[config.mk]
export PLATFORM = sky130hd
export DESIGN_NAME = lcc_config_regs
export DESIGN_NICKNAME = d
export VERILOG_FILES = /design/src/lcc_boost_decode.v /design/src/lcc_config_regs.v
export VERILOG_INCLUDE_DIRS = /design/src
export SDC_FILE = /design/constraint.sdc
export NUM_CORES = 1
export LEC_CHECK = 0
export ABC_CLOCK_PERIOD_IN_PS = 1800
export BUFFER_PORTS_ARGS = -buffer_cell sky130_fd_sc_hd__buf_2
export CAP_MARGIN = 5
export CELL_PAD_IN_SITES_DETAIL_PLACEMENT = 0
export CELL_PAD_IN_SITES_GLOBAL_PLACEMENT = 2
export CORE_MARGIN = 2
export CORE_UTILIZATION = 28
export DETAILED_ROUTE_END_ITERATION = 10
export GPL_TIMING_DRIVEN = 1
export PLACE_DENSITY = 0.78
export SLEW_MARGIN = 20
export SYNTH_ARGS = -nofsm -noshare
export SYNTH_HDL_FRONTEND = slang
export SYNTH_SLANG_ARGS = --single-unit
[constraint.sdc]
create_clock -name clk -period 1.8 [get_ports clk]
set_clock_uncertainty 0.1 [all_clocks]
set_input_delay 0.36 -clock clk [delete_from_list [all_inputs] [get_ports clk]]
set_output_delay 0.36 -clock clk [all_outputs]
set_load 0.05 [all_outputs]
[src/lcc_defines.vh]
// Offsets, field positions, reset values and codes of the lane config bank
`ifndef LCC_DEFINES_VH
`define LCC_DEFINES_VH

// Register offsets (byte addresses on the register port)
`define LCC_ADDR_BOOST 8'h1d
`define LCC_ADDR_SWING 8'h1e
`define LCC_ADDR_EMPH 8'h1f
`define LCC_ADDR_THRESH 8'h20
`define LCC_ADDR_QSPEED 8'h23

// Reset values
`define LCC_RST_BOOST 8'h20
`define LCC_RST_SWING 8'h03
`define LCC_RST_EMPH 8'h03
`define LCC_RST_THRESH 8'h00
`define LCC_RST_QSPEED 8'h00

// Input boost field layout
`define LCC_EQ_EN_BIT 5
`define LCC_GST_HI 4
`define LCC_GST_LO 3
`define LCC_BST_HI 2
`define LCC_BST_LO 0
`define LCC_EQ_BYPASS 6'h20

// Output swing field and codes
`define LCC_SWING_HI 6
`define LCC_SWING_600 7'h03
`define LCC_SWING_800 7'h07
`define LCC_SWING_1000 7'h0f
`define LCC_SWING_1200 7'h1f
`define LCC_SWING_1400 7'h3f

// Output emphasis style bit and codes
`define LCC_EMPH_STYLE_BIT 7
`define LCC_EMPH_0DB 8'h01
`define LCC_EMPH_9DB 8'h90
`define LCC_EMPH_12DB 8'ha0
`define LCC_EMPH_RSVD 8'hc0

// Idle threshold field layout
`define LCC_DEASSERT_HI 3
`define LCC_DEASSERT_LO 2
`define LCC_ASSERT_HI 1
`define LCC_ASSERT_LO 0

// Idle and rate select bits
`define LCC_IDLE_AUTO_BIT 5
`define LCC_IDLE_MUTE_BIT 4
`define LCC_RATE_AUTO_BIT 1
`define LCC_RATE_SEL_BIT 0

// Strap pin equivalents: low, high, floating
`define LCC_STRAP_LOW 2'h0
`define LCC_STRAP_HIGH 2'h1
`define LCC_STRAP_FLOAT 2'h2

`endif

[src/lcc_boost_decode.v]
// Input boost code decode to strap equivalent and strap match flag
`timescale 1ns/1ps
`include "lcc_defines.vh"

module lcc_boost_decode (
   input wire [5:0] boost_code,
   output reg strap_match,
   output reg [1:0] boost_strap_high,
   output reg [1:0] boost_strap_low
);

   // ----------------------------------------------------------------
   // Strap lookup
   // ----------------------------------------------------------------
   // Codes with no strap twin report no match; straps read low then
   always @* begin
      strap_match = 1'b1;
      boost_strap_high = `LCC_STRAP_LOW;
      boost_strap_low = `LCC_STRAP_LOW;
      case (boost_code)
         6'h20: begin
            boost_strap_high = `LCC_STRAP_FLOAT;
            boost_strap_low = `LCC_STRAP_FLOAT;
         end
         6'h2a: begin
            boost_strap_high = `LCC_STRAP_HIGH;
            boost_strap_low = `LCC_STRAP_HIGH;
         end
         6'h30: begin
            boost_strap_high = `LCC_STRAP_LOW;
            boost_strap_low = `LCC_STRAP_LOW;
         end
         6'h32: begin
            boost_strap_high = `LCC_STRAP_FLOAT;
            boost_strap_low = `LCC_STRAP_LOW;
         end
         6'h39: begin
            boost_strap_high = `LCC_STRAP_HIGH;
            boost_strap_low = `LCC_STRAP_LOW;
         end
         6'h35: begin
            boost_strap_high = `LCC_STRAP_FLOAT;
            boost_strap_low = `LCC_STRAP_HIGH;
         end
         6'h37: begin
            boost_strap_high = `LCC_STRAP_LOW;
            boost_strap_low = `LCC_STRAP_HIGH;
         end
         6'h3b: begin
            boost_strap_high = `LCC_STRAP_LOW;
            boost_strap_low = `LCC_STRAP_FLOAT;
         end
         6'h3d: begin
            boost_strap_high = `LCC_STRAP_HIGH;
            boost_strap_low = `LCC_STRAP_FLOAT;
         end
         default: begin
            strap_match = 1'b0;
         end
      endcase
   end

endmodule // lcc_boost_decode

[src/lcc_config_regs.v]
// Lane conditioning register slice: boost, swing, emphasis, idle, rate
`timescale 1ns/1ps
`include "lcc_defines.vh"

module lcc_config_regs (
   input wire clk,
   input wire rst,
   // Register port
   input wire [7:0] addr,
   input wire [7:0] wr_data,
   input wire wr_en,
   input wire rd_en,
   output wire [7:0] rd_data,
   // Status from the analog lane, asynchronous to clk
   input wire quiet_detected,
   input wire rate_detected_5g,
   // Input boost controls
   output wire boost_enable,
   output wire [1:0] gain_stage_field,
   output wire [2:0] boost_level_field,
   output wire boost_bypass,
   output wire boost_strap_match,
   output wire [1:0] boost_strap_high,
   output wire [1:0] boost_strap_low,
   // Output swing controls
   output wire [6:0] output_swing_setting,
   output wire [10:0] swing_mv,
   output wire swing_code_known,
   // Output emphasis controls
   output wire emphasis_style,
   output wire [6:0] emphasis_level,
   output wire [7:0] emphasis_atten_tenth_db,
   output wire emphasis_code_known,
   output wire emphasis_code_reserved,
   // Idle threshold controls
   output wire [7:0] deassert_mv,
   output wire [7:0] assert_mv,
   // Idle and rate controls of the third lane
   output wire signal_presence_detect,
   output wire output_muted,
   output wire rate_auto_active,
   output wire rate_is_5g
);

   // ----------------------------------------------------------------
   // Decode helpers
   // ----------------------------------------------------------------

   // Threshold selection to millivolts; used for both levels
   function [7:0] lcc_thresh_mv;
      input [1:0] sel;
      input is_deassert;
      begin
         case (sel)
            2'h0: lcc_thresh_mv = is_deassert ? 8'd110 : 8'd70;
            2'h1: lcc_thresh_mv = is_deassert ? 8'd150 : 8'd110;
            2'h2: lcc_thresh_mv = is_deassert ? 8'd170 : 8'd130;
            default: lcc_thresh_mv = is_deassert ? 8'd190 : 8'd150;
         endcase
      end
   endfunction

   // Address match against one register offset
   function lcc_hit;
      input [7:0] a;
      input [7:0] offset;
      begin
         lcc_hit = (a == offset);
      end
   endfunction

   // ----------------------------------------------------------------
   // Storage
   // ----------------------------------------------------------------
   // All eight bits are kept, reserved ones too: the table marks the
   // whole byte read/write, so software sees back what it wrote.
   reg [7:0] boost_reg;
   reg [7:0] swing_reg;
   reg [7:0] emph_reg;
   reg [7:0] thresh_reg;
   reg [7:0] qspeed_reg;
   reg [7:0] rd_data_reg;
   reg [7:0] rd_data_next;

   // Synchroniser stages for the two lane status inputs
   reg [1:0] sync_a_reg;
   reg [1:0] sync_b_reg;
   wire [1:0] lane_status;

   // ----------------------------------------------------------------
   // Write side
   // ----------------------------------------------------------------

   // Input boost register; reset value is the bypass code
   always @(posedge clk or posedge rst) begin
      if (rst) begin
         boost_reg <= `LCC_RST_BOOST;
      end else if (wr_en && lcc_hit(addr, `LCC_ADDR_BOOST)) begin
         boost_reg <= wr_data;
      end
   end

   // Output swing register; reset value is the 600 mV code
   always @(posedge clk or posedge rst) begin
      if (rst) begin
         swing_reg <= `LCC_RST_SWING;
      end else if (wr_en && lcc_hit(addr, `LCC_ADDR_SWING)) begin
         swing_reg <= wr_data;
      end
   end

   // Output emphasis register; the reserved code is stored as written,
   // but flagged so the analog side can ignore it
   always @(posedge clk or posedge rst) begin
      if (rst) begin
         emph_reg <= `LCC_RST_EMPH;
      end else if (wr_en && lcc_hit(addr, `LCC_ADDR_EMPH)) begin
         emph_reg <= wr_data;
      end
   end

   // Idle threshold register; reset gives the lowest level pair
   always @(posedge clk or posedge rst) begin
      if (rst) begin
         thresh_reg <= `LCC_RST_THRESH;
      end else if (wr_en && lcc_hit(addr, `LCC_ADDR_THRESH)) begin
         thresh_reg <= wr_data;
      end
   end

   // Idle and rate select register of the third lane
   always @(posedge clk or posedge rst) begin
      if (rst) begin
         qspeed_reg <= `LCC_RST_QSPEED;
      end else if (wr_en && lcc_hit(addr, `LCC_ADDR_QSPEED)) begin
         qspeed_reg <= wr_data;
      end
   end

   // ----------------------------------------------------------------
   // Read side
   // ----------------------------------------------------------------

   // Read mux; unmapped offsets answer zero and writes to them vanish
   always @* begin
      rd_data_next = 8'h00;
      case (addr)
         `LCC_ADDR_BOOST: rd_data_next = boost_reg;
         `LCC_ADDR_SWING: rd_data_next = swing_reg;
         `LCC_ADDR_EMPH: rd_data_next = emph_reg;
         `LCC_ADDR_THRESH: rd_data_next = thresh_reg;
         `LCC_ADDR_QSPEED: rd_data_next = qspeed_reg;
         default: rd_data_next = 8'h00;
      endcase
   end

   // Read data stands only in the cycle after the strobe, else zero.
   // A read beside a write to the same offset returns the old value.
   always @(posedge clk or posedge rst) begin
      if (rst) begin
         rd_data_reg <= 8'h00;
      end else if (rd_en) begin
         rd_data_reg <= rd_data_next;
      end else begin
         rd_data_reg <= 8'h00;
      end
   end

   assign rd_data = rd_data_reg;

   // ----------------------------------------------------------------
   // Lane status synchronisers
   // ----------------------------------------------------------------
   // Both inputs come from the analog lane with no clock relation, so
   // each passes two flops; only the second stage is read.
   wire [1:0] lane_raw;
   assign lane_raw = {rate_detected_5g, quiet_detected};

   genvar gi;
   generate
      for (gi = 0; gi < 2; gi = gi + 1) begin : g_sync
         always @(posedge clk or posedge rst) begin
            if (rst) begin
               sync_a_reg[gi] <= 1'b0;
               sync_b_reg[gi] <= 1'b0;
            end else begin
               sync_a_reg[gi] <= lane_raw[gi];
               sync_b_reg[gi] <= sync_a_reg[gi];
            end
         end
      end
   endgenerate

   assign lane_status = sync_b_reg;

   // ----------------------------------------------------------------
   // Input boost decode
   // ----------------------------------------------------------------

   // Field split of the six-bit boost code
   assign boost_enable = boost_reg[`LCC_EQ_EN_BIT];
   assign gain_stage_field =
      boost_reg[`LCC_GST_HI:`LCC_GST_LO];
   assign boost_level_field =
      boost_reg[`LCC_BST_HI:`LCC_BST_LO];

   // Bypass is the reset code exactly; other codes apply boost
   assign boost_bypass =
      (boost_reg[5:0] == `LCC_EQ_BYPASS);

   // Strap-equivalent lookup lives in its own decoder
   lcc_boost_decode u_boost_decode (
      .boost_code(boost_reg[5:0]),
      .strap_match(boost_strap_match),
      .boost_strap_high(boost_strap_high),
      .boost_strap_low(boost_strap_low)
   );

   // ----------------------------------------------------------------
   // Output swing decode
   // ----------------------------------------------------------------
   reg [10:0] swing_mv_next;
   reg swing_known_next;

   // Only the five listed codes have a defined amplitude; anything
   // else is flagged unknown and reported as zero millivolts.
   always @* begin
      swing_known_next = 1'b1;
      case (swing_reg[`LCC_SWING_HI:0])
         `LCC_SWING_600: swing_mv_next = 11'd600;
         `LCC_SWING_800: swing_mv_next = 11'd800;
         `LCC_SWING_1000: swing_mv_next = 11'd1000;
         `LCC_SWING_1200: swing_mv_next = 11'd1200;
         `LCC_SWING_1400: swing_mv_next = 11'd1400;
         default: begin
            swing_mv_next = 11'd0;
            swing_known_next = 1'b0;
         end
      endcase
   end

   assign output_swing_setting = swing_reg[`LCC_SWING_HI:0];
   assign swing_mv = swing_mv_next;
   assign swing_code_known = swing_known_next;

   // ----------------------------------------------------------------
   // Output emphasis decode
   // ----------------------------------------------------------------
   reg [7:0] emph_atten_next;
   reg emph_known_next;

   // Attenuation in tenths of a dB for the defined codes
   always @* begin
      emph_known_next = 1'b1;
      case (emph_reg)
         `LCC_EMPH_0DB: emph_atten_next = 8'd0;
         `LCC_EMPH_9DB: emph_atten_next = 8'd90;
         `LCC_EMPH_12DB: emph_atten_next = 8'd120;
         default: begin
            emph_atten_next = 8'd0;
            emph_known_next = 1'b0;
         end
      endcase
   end

   // Style bit: zero compatibility, one enhanced
   assign emphasis_style =
      emph_reg[`LCC_EMPH_STYLE_BIT];
   assign emphasis_level = emph_reg[6:0];
   assign emphasis_atten_tenth_db = emph_atten_next;
   assign emphasis_code_known = emph_known_next;

   // The host must avoid this code; it is only reported, not blocked
   assign emphasis_code_reserved =
      (emph_reg == `LCC_EMPH_RSVD);

   // ----------------------------------------------------------------
   // Idle threshold decode
   // ----------------------------------------------------------------
   wire [1:0] deassert_sel;
   wire [1:0] assert_sel;

   assign deassert_sel =
      thresh_reg[`LCC_DEASSERT_HI:`LCC_DEASSERT_LO];
   assign assert_sel =
      thresh_reg[`LCC_ASSERT_HI:`LCC_ASSERT_LO];

   // Same table for both levels, picked by the second argument
   assign deassert_mv = lcc_thresh_mv(deassert_sel, 1'b1);
   assign assert_mv = lcc_thresh_mv(assert_sel, 1'b0);

   // ----------------------------------------------------------------
   // Idle control of the third lane
   // ----------------------------------------------------------------
   wire idle_auto;
   wire idle_mute;

   assign idle_auto = qspeed_reg[`LCC_IDLE_AUTO_BIT];
   assign idle_mute = qspeed_reg[`LCC_IDLE_MUTE_BIT];

   // Presence detection runs only in automatic mode; manual mode with
   // the mute bit clear keeps the output on and detection off.
   assign signal_presence_detect = idle_auto;

   // Automatic mode follows the lane's own quiet detector; manual mode
   // obeys the mute bit. The detector reaches here two cycles late.
   assign output_muted = idle_auto ? lane_status[0]
                                   : idle_mute;

   // ----------------------------------------------------------------
   // Rate control of the third lane
   // ----------------------------------------------------------------
   wire rate_auto;
   wire rate_manual_5g;

   assign rate_auto = qspeed_reg[`LCC_RATE_AUTO_BIT];
   assign rate_manual_5g = qspeed_reg[`LCC_RATE_SEL_BIT];

   assign rate_auto_active = rate_auto;

   // Zero in the manual bit is 2.5 Gbps, one is 5.0 Gbps
   assign rate_is_5g = rate_auto ? lane_status[1]
                                 : rate_manual_5g;

   // Reserved bits of every register are stored and read back as the
   // host wrote them; no logic above looks at them.

endmodule // lcc_config_regs

# After elaboration in Yosys (flattened, before gate mapping)
# Cells that the tools add are included.
word_totals:
  output_inout_bits: 77
  in_bits: 22
  register_bits: 52
  wordCells: 64
op_classes:
  eq_ne: 27
  mux: 13
  reduce_logical: 14
op_table:
  columns: ["op", "count"]
  rows:
  - ["one-hot mux 11 bit (5 select lines)", 1]
  - ["== test 6 bit (second input constant)", 9]
  - ["one-hot mux 8 bit (3 select lines)", 2]
  - ["one-hot mux 8 bit (5 select lines)", 1]
  - ["== test 8 x 5 -> 1 bit (second input constant)", 3]
  - ["== test 8 bit (second input constant)", 3]
  - ["== test 8 x 6 -> 1 bit (second input constant)", 2]
  - ["OR reduction 3 bit", 5]
  - ["one-hot mux 7 bit (2 select lines)", 1]
  - ["OR reduction 9 bit", 1]
  - ["== test 8 x 1 -> 1 bit (second input constant)", 1]
  - ["2-to-1 mux 8 bit", 1]
  - ["one-hot mux 2 bit (2 select lines)", 2]
  - ["== test 7 x 2 -> 1 bit (second input constant)", 1]
  - ["== test 7 x 3 -> 1 bit (second input constant)", 1]
  - ["== test 7 x 4 -> 1 bit (second input constant)", 1]
  - ["== test 7 x 5 -> 1 bit (second input constant)", 1]
  - ["== test 7 x 6 -> 1 bit (second input constant)", 1]
  - ["logical AND 1 bit", 5]
  - ["2-to-1 mux 1 bit", 5]
  - ["OR reduction 5 bit", 1]
  - ["== test 2 x 1 -> 1 bit (second input constant)", 2]
  - ["== test 2 bit (second input constant)", 2]
  - ["zero test 2 bit", 2]

# Depth between registers and ports, before layout
depth:
  word_depth: 3
  mapped_depth: 6
  depth_no_buf: 4

# Cells and area by module
# A second synthesis with hierarchy kept.
hier_totals:
  cells_unflattened: 275
  hier_area_um2: 3090.5
by_module_without_submodules:
  columns: ["module", "area_per_inst_um2", "cells_per_inst", "instances", "seq_area_each_um2"]
  rows:
  - ["lcc_config_regs", 2907.8, 249, 1, 1307.5]
  - ["lcc_boost_decode", 182.7, 26, 1, 0.0]

# Worst setup path after synthesis
# OpenSTA, ideal clock, no wires.
synth_path:
  path_type: "flip-flop to output port"
  from: "register swing_reg[4]"
  to: "output swing_code_known"
  required_time_ns: 1.340
  arrival_time_ns: 2.330
  path_slack_ns: -0.990
  path_buffers: 0
  stages_incl_launch_ff: 4
  cell_sequence: "dfrtp_1 -> or2_2 -> nor3_1 -> or2_2"
synth_via:
  elab_chain_cells: 3
  word_cells_on_any_way: 7
  cone_classes: "eq/ne: 5; mux: 1; reduce/logical: 1"
synth_lines:
  columns: ["element", "line", "text"]
  rows:
  - ["start: declaration", "lcc_config_regs.v:78", "reg [7:0] swing_reg;"]
  - ["start signal: assignment", "lcc_config_regs.v:106", "swing_reg <= `LCC_RST_SWING;"]
  - ["start signal: assignment", "lcc_config_regs.v:108", "swing_reg <= wr_data;"]
  - ["== test 7 x 6 -> 1 bit (tied with other cells)", "lcc_config_regs.v:229", "case (swing_reg[`LCC_SWING_HI:0])"]
  - ["OR reduction 5 bit (no source line) (*)", null, null]
  - ["2-to-1 mux 1 bit (*)", "lcc_config_regs.v:229", null]
  - ["end: declaration", "lcc_config_regs.v:28", "output wire swing_code_known,"]
# Every way passes the cells marked *; elsewhere a longest branch is shown, timed or not.

# Worst setup path after layout
layout_path:
  from: "register swing_reg[5]"
  to: "output swing_mv[3]"
layout_via:
  elab_chain_cells: 2
  word_cells_on_any_way: 6
  cone_classes: "eq/ne: 5; mux: 1"
layout_lines:
  columns: ["element", "line", "text"]
  rows:
  - ["== test 7 x 6 -> 1 bit (tied with other cells)", "lcc_config_regs.v:229", null]
  - ["one-hot mux 11 bit (5 select lines) (*)", "lcc_config_regs.v:229", null]
  - ["end: declaration", "lcc_config_regs.v:27", "output wire [10:0] swing_mv,"]
# Marked as above.

==> results.md <==
* Global placement routability congestion at 0.7400
* First-pass DRT Iterations at 4
* Critical path peak fanout at 2
* Ports at 99
* Req. time, crit path at 1.34 ns
* Synth Instances at 275
* Final worst slack at -0.3063 ns
* Post-synth EDFFs at 0
* Final Hold Fails at 0
* Top_reg_cell synth: dfrtp_1
* #FFs+latches synth at 52
* Core ar. at 10,750 µm²
* Largest net degree at the start of global routing at 53
* CTS H-Tree Depth at 2
* Diode count at 0
* Global route total overflow at 0
* DRC errors left at 0
* Pre-CTS worst setup slack at -0.06129 ns
* Hold WC Path Type: primary input to register
* Reg clk slew, reported paths at 0.10 ns
* Unrepaired setup endpoints after global routing: true
* CTS Buffer Depth at 2
* Initial core utilization at 0.2847
* DR WL/cell at 16.11 µm
* Share of flip-flops with an asynchronous set or reset at 1.000
* Status: finished with violations
* Dpl hpwl at 6357 µm
* Via count at 2,513
* Area share of the largest cell type after synthesis at 0.3845
* Max-cap viol count at 0
* Clock sink count at 52
* Total CTS buffers at 5
* Setup violators final at 22
* Min Clock Period, post-route at 2.106 ns
* Failing checks: setup timing
* Post-Syn Area at 3059 µm²
* Number of global-route vias before repair at 2,461
* Pwr Total at 2.671 mW
* GRT Total Usage at 0.1478
* Area Growth Syn to Fin at 44.50%
* Drt total wl at 8605 µm
* Nets at 415
* Worst VDD drop at 0.0004468 V
* Most numerous cell in the Yosys netlist: dfrtp_1
* Die W at 108.5 µm
* Worst hold slack at 0.05155 ns
* ANT nets after route at 0
* Number of unique standard cell types used by synthesis at 48
* Vias per cell at 4.706
* Commonest cells in the netlist: dfrtp_1 (47), mux2_2 (42), buf_4 (29), a21oi_1 (14), clkbuf_1 (11)
* Skew-Pair Late Insertion Delay at 0.31 ns
* Die area at 11,780 µm²
* Placement row count at 38
* Startpoint type of the worst setup path: register
* Critical Path Sink Type: output port
* Crit path kind: register to output port
* Final period util at 1.170
* Mean Syn Cell Area at 11.12 µm²
* Layout cells sized above 1 at 0.6548
* WP data arrival at 1.65 ns
* Static Leak at 2.158 nW
* Synth Warn # at 0
* Fin. max-slew vios at 0
* CTS tree: done
* First-pass GRT wire length at 13,360 µm
* Seq/Total Area, Yosys at 0.4274
* Die Y at 108.5 µm
* Drt initial violations at 120
* Ranking of synthesized cells by area: dfrtp_1 (38%), mux2_2 (15%), buf_4 (7.1%)
* IO buf count at 88
* Root buf cell: clkbuf_8
* Synth area leader: dfrtp_1
* Fmax at 0.4748 GHz
* Antenna violations before repair at 0
* Pwr dens at 604.3 nW/µm²
## final timing paths
kind | cells after the start | from | endpoint | slack [ns]
max | 4 | swing_reg[5] | swing_mv[3] | -0.31
min | 1 | quiet_detected | sync_a_reg[0] | 0.05
max reg2reg | 5 | boost_reg[3] | rd_data[3] | 0.29
min reg2reg | 0 | sync_a_reg[0] | lane_status[0] | 0.26
max in group asynchronous | 4 | rst | swing_reg[1] | 0.78
min in group asynchronous | 4 | rst | sync_a_reg[0] | 0.52
## area by class of cell
cell class	instances	area, µm²
multi-input cells	182	1683
clock buffers	5	68.82
clock inverters	3	27.53
well taps	140	175.2
inverters	5	21.27
fillers	1055	6325
repair buffers	147	1129
flip-flops and latches	52	1316
## per-stage QoR
step           TNS, ns    util  instances  area (µm²)
5_1_grt         -6.138  0.4114        534        4420
3_5_place_dp   -0.7418  0.3697        517        3973
4_1_cts         -4.688  0.4051        532        4353
2_1_floorplan   -2.224       -        283        3241
6_report        -4.532  0.4114        534        4420
3_3_place_gp   -0.2188  0.3697        517        3973
## cells in the final DEF, fill, tap and decap left out, types with 3 or more instances in the layout
cell type  instances
buf_2             66
buf_4             46
mux2_2            42
dfrtp_1           40
buf_6             22
conb_1            10
a21oi_1            9
buf_8              9
mux2_4             8
nand2_1            8
nand4b_1           7
a21o_1             7
nand2b_1           7
dfrtp_2            7
nand4_1            6
a32oi_1            6
nor2_4             6
dfstp_2            5
clkbuf_8           5
and2_4             4
nor3_4             4
nand3_1            4
a21oi_4            4
a22o_1             3
a22oi_1            3
inv_1              3
o21ai_1            3
buf_12             3
## critical path, cell delays in order (launching register included)
cell     delay [ns]
dfrtp_1        0.39
or2_4          0.25
or3_4          0.36
a21oi_4        0.16
buf_6          0.18
## routing by layer
layer / global-route usage / vias up / part of all wire
met5: 0 / - / 0
met4: 0.03571 / 0 / 0.016
met3: 0.02351 / 12 / 0.043
met2: 0.2429 / 77 / 0.48
met1: 0.2036 / 1232 / 0.46
li1: - / 1192 / -
## cell families (layout without fill, tap and decap cells)
| kind of cell | count (synthesis) | after routing | synth area share |
|---|---|---|---|
| xor+xnor | 3 | 3 | 0.008591 |
| compound gates | 41 | 41 | 0.09325 |
| mux | 50 | 50 | 0.1939 |
| other cells | 2 | 10 | 0.002455 |
| flops | 52 | 52 | 0.4274 |
| buf+inv | 49 | 160 | 0.09939 |
| simple gates | 78 | 78 | 0.1750 |
## power by group
| group | leakage (nW) | switching, mW | internal (mW) | total, mW |
|---|---|---|---|---|
| clock network | 0.0463 | 0.426 | 0.287 | 0.712 |
| registers | 0.681 | 0.0485 | 1.22 | 1.27 |
| logic | 1.43 | 0.437 | 0.253 | 0.690 |
| total | 2.16 | 0.911 | 1.76 | 2.67 |
## repair_timing
action	in CTS	in global routing
pin swaps	17	5
gates resized for setup	72	12
endpoints found under the setup margin	22	23
hold buffers	1	0
hold endpoints to repair	38	0
setup buffers	6	2
(Power assumes the default switching activity.)
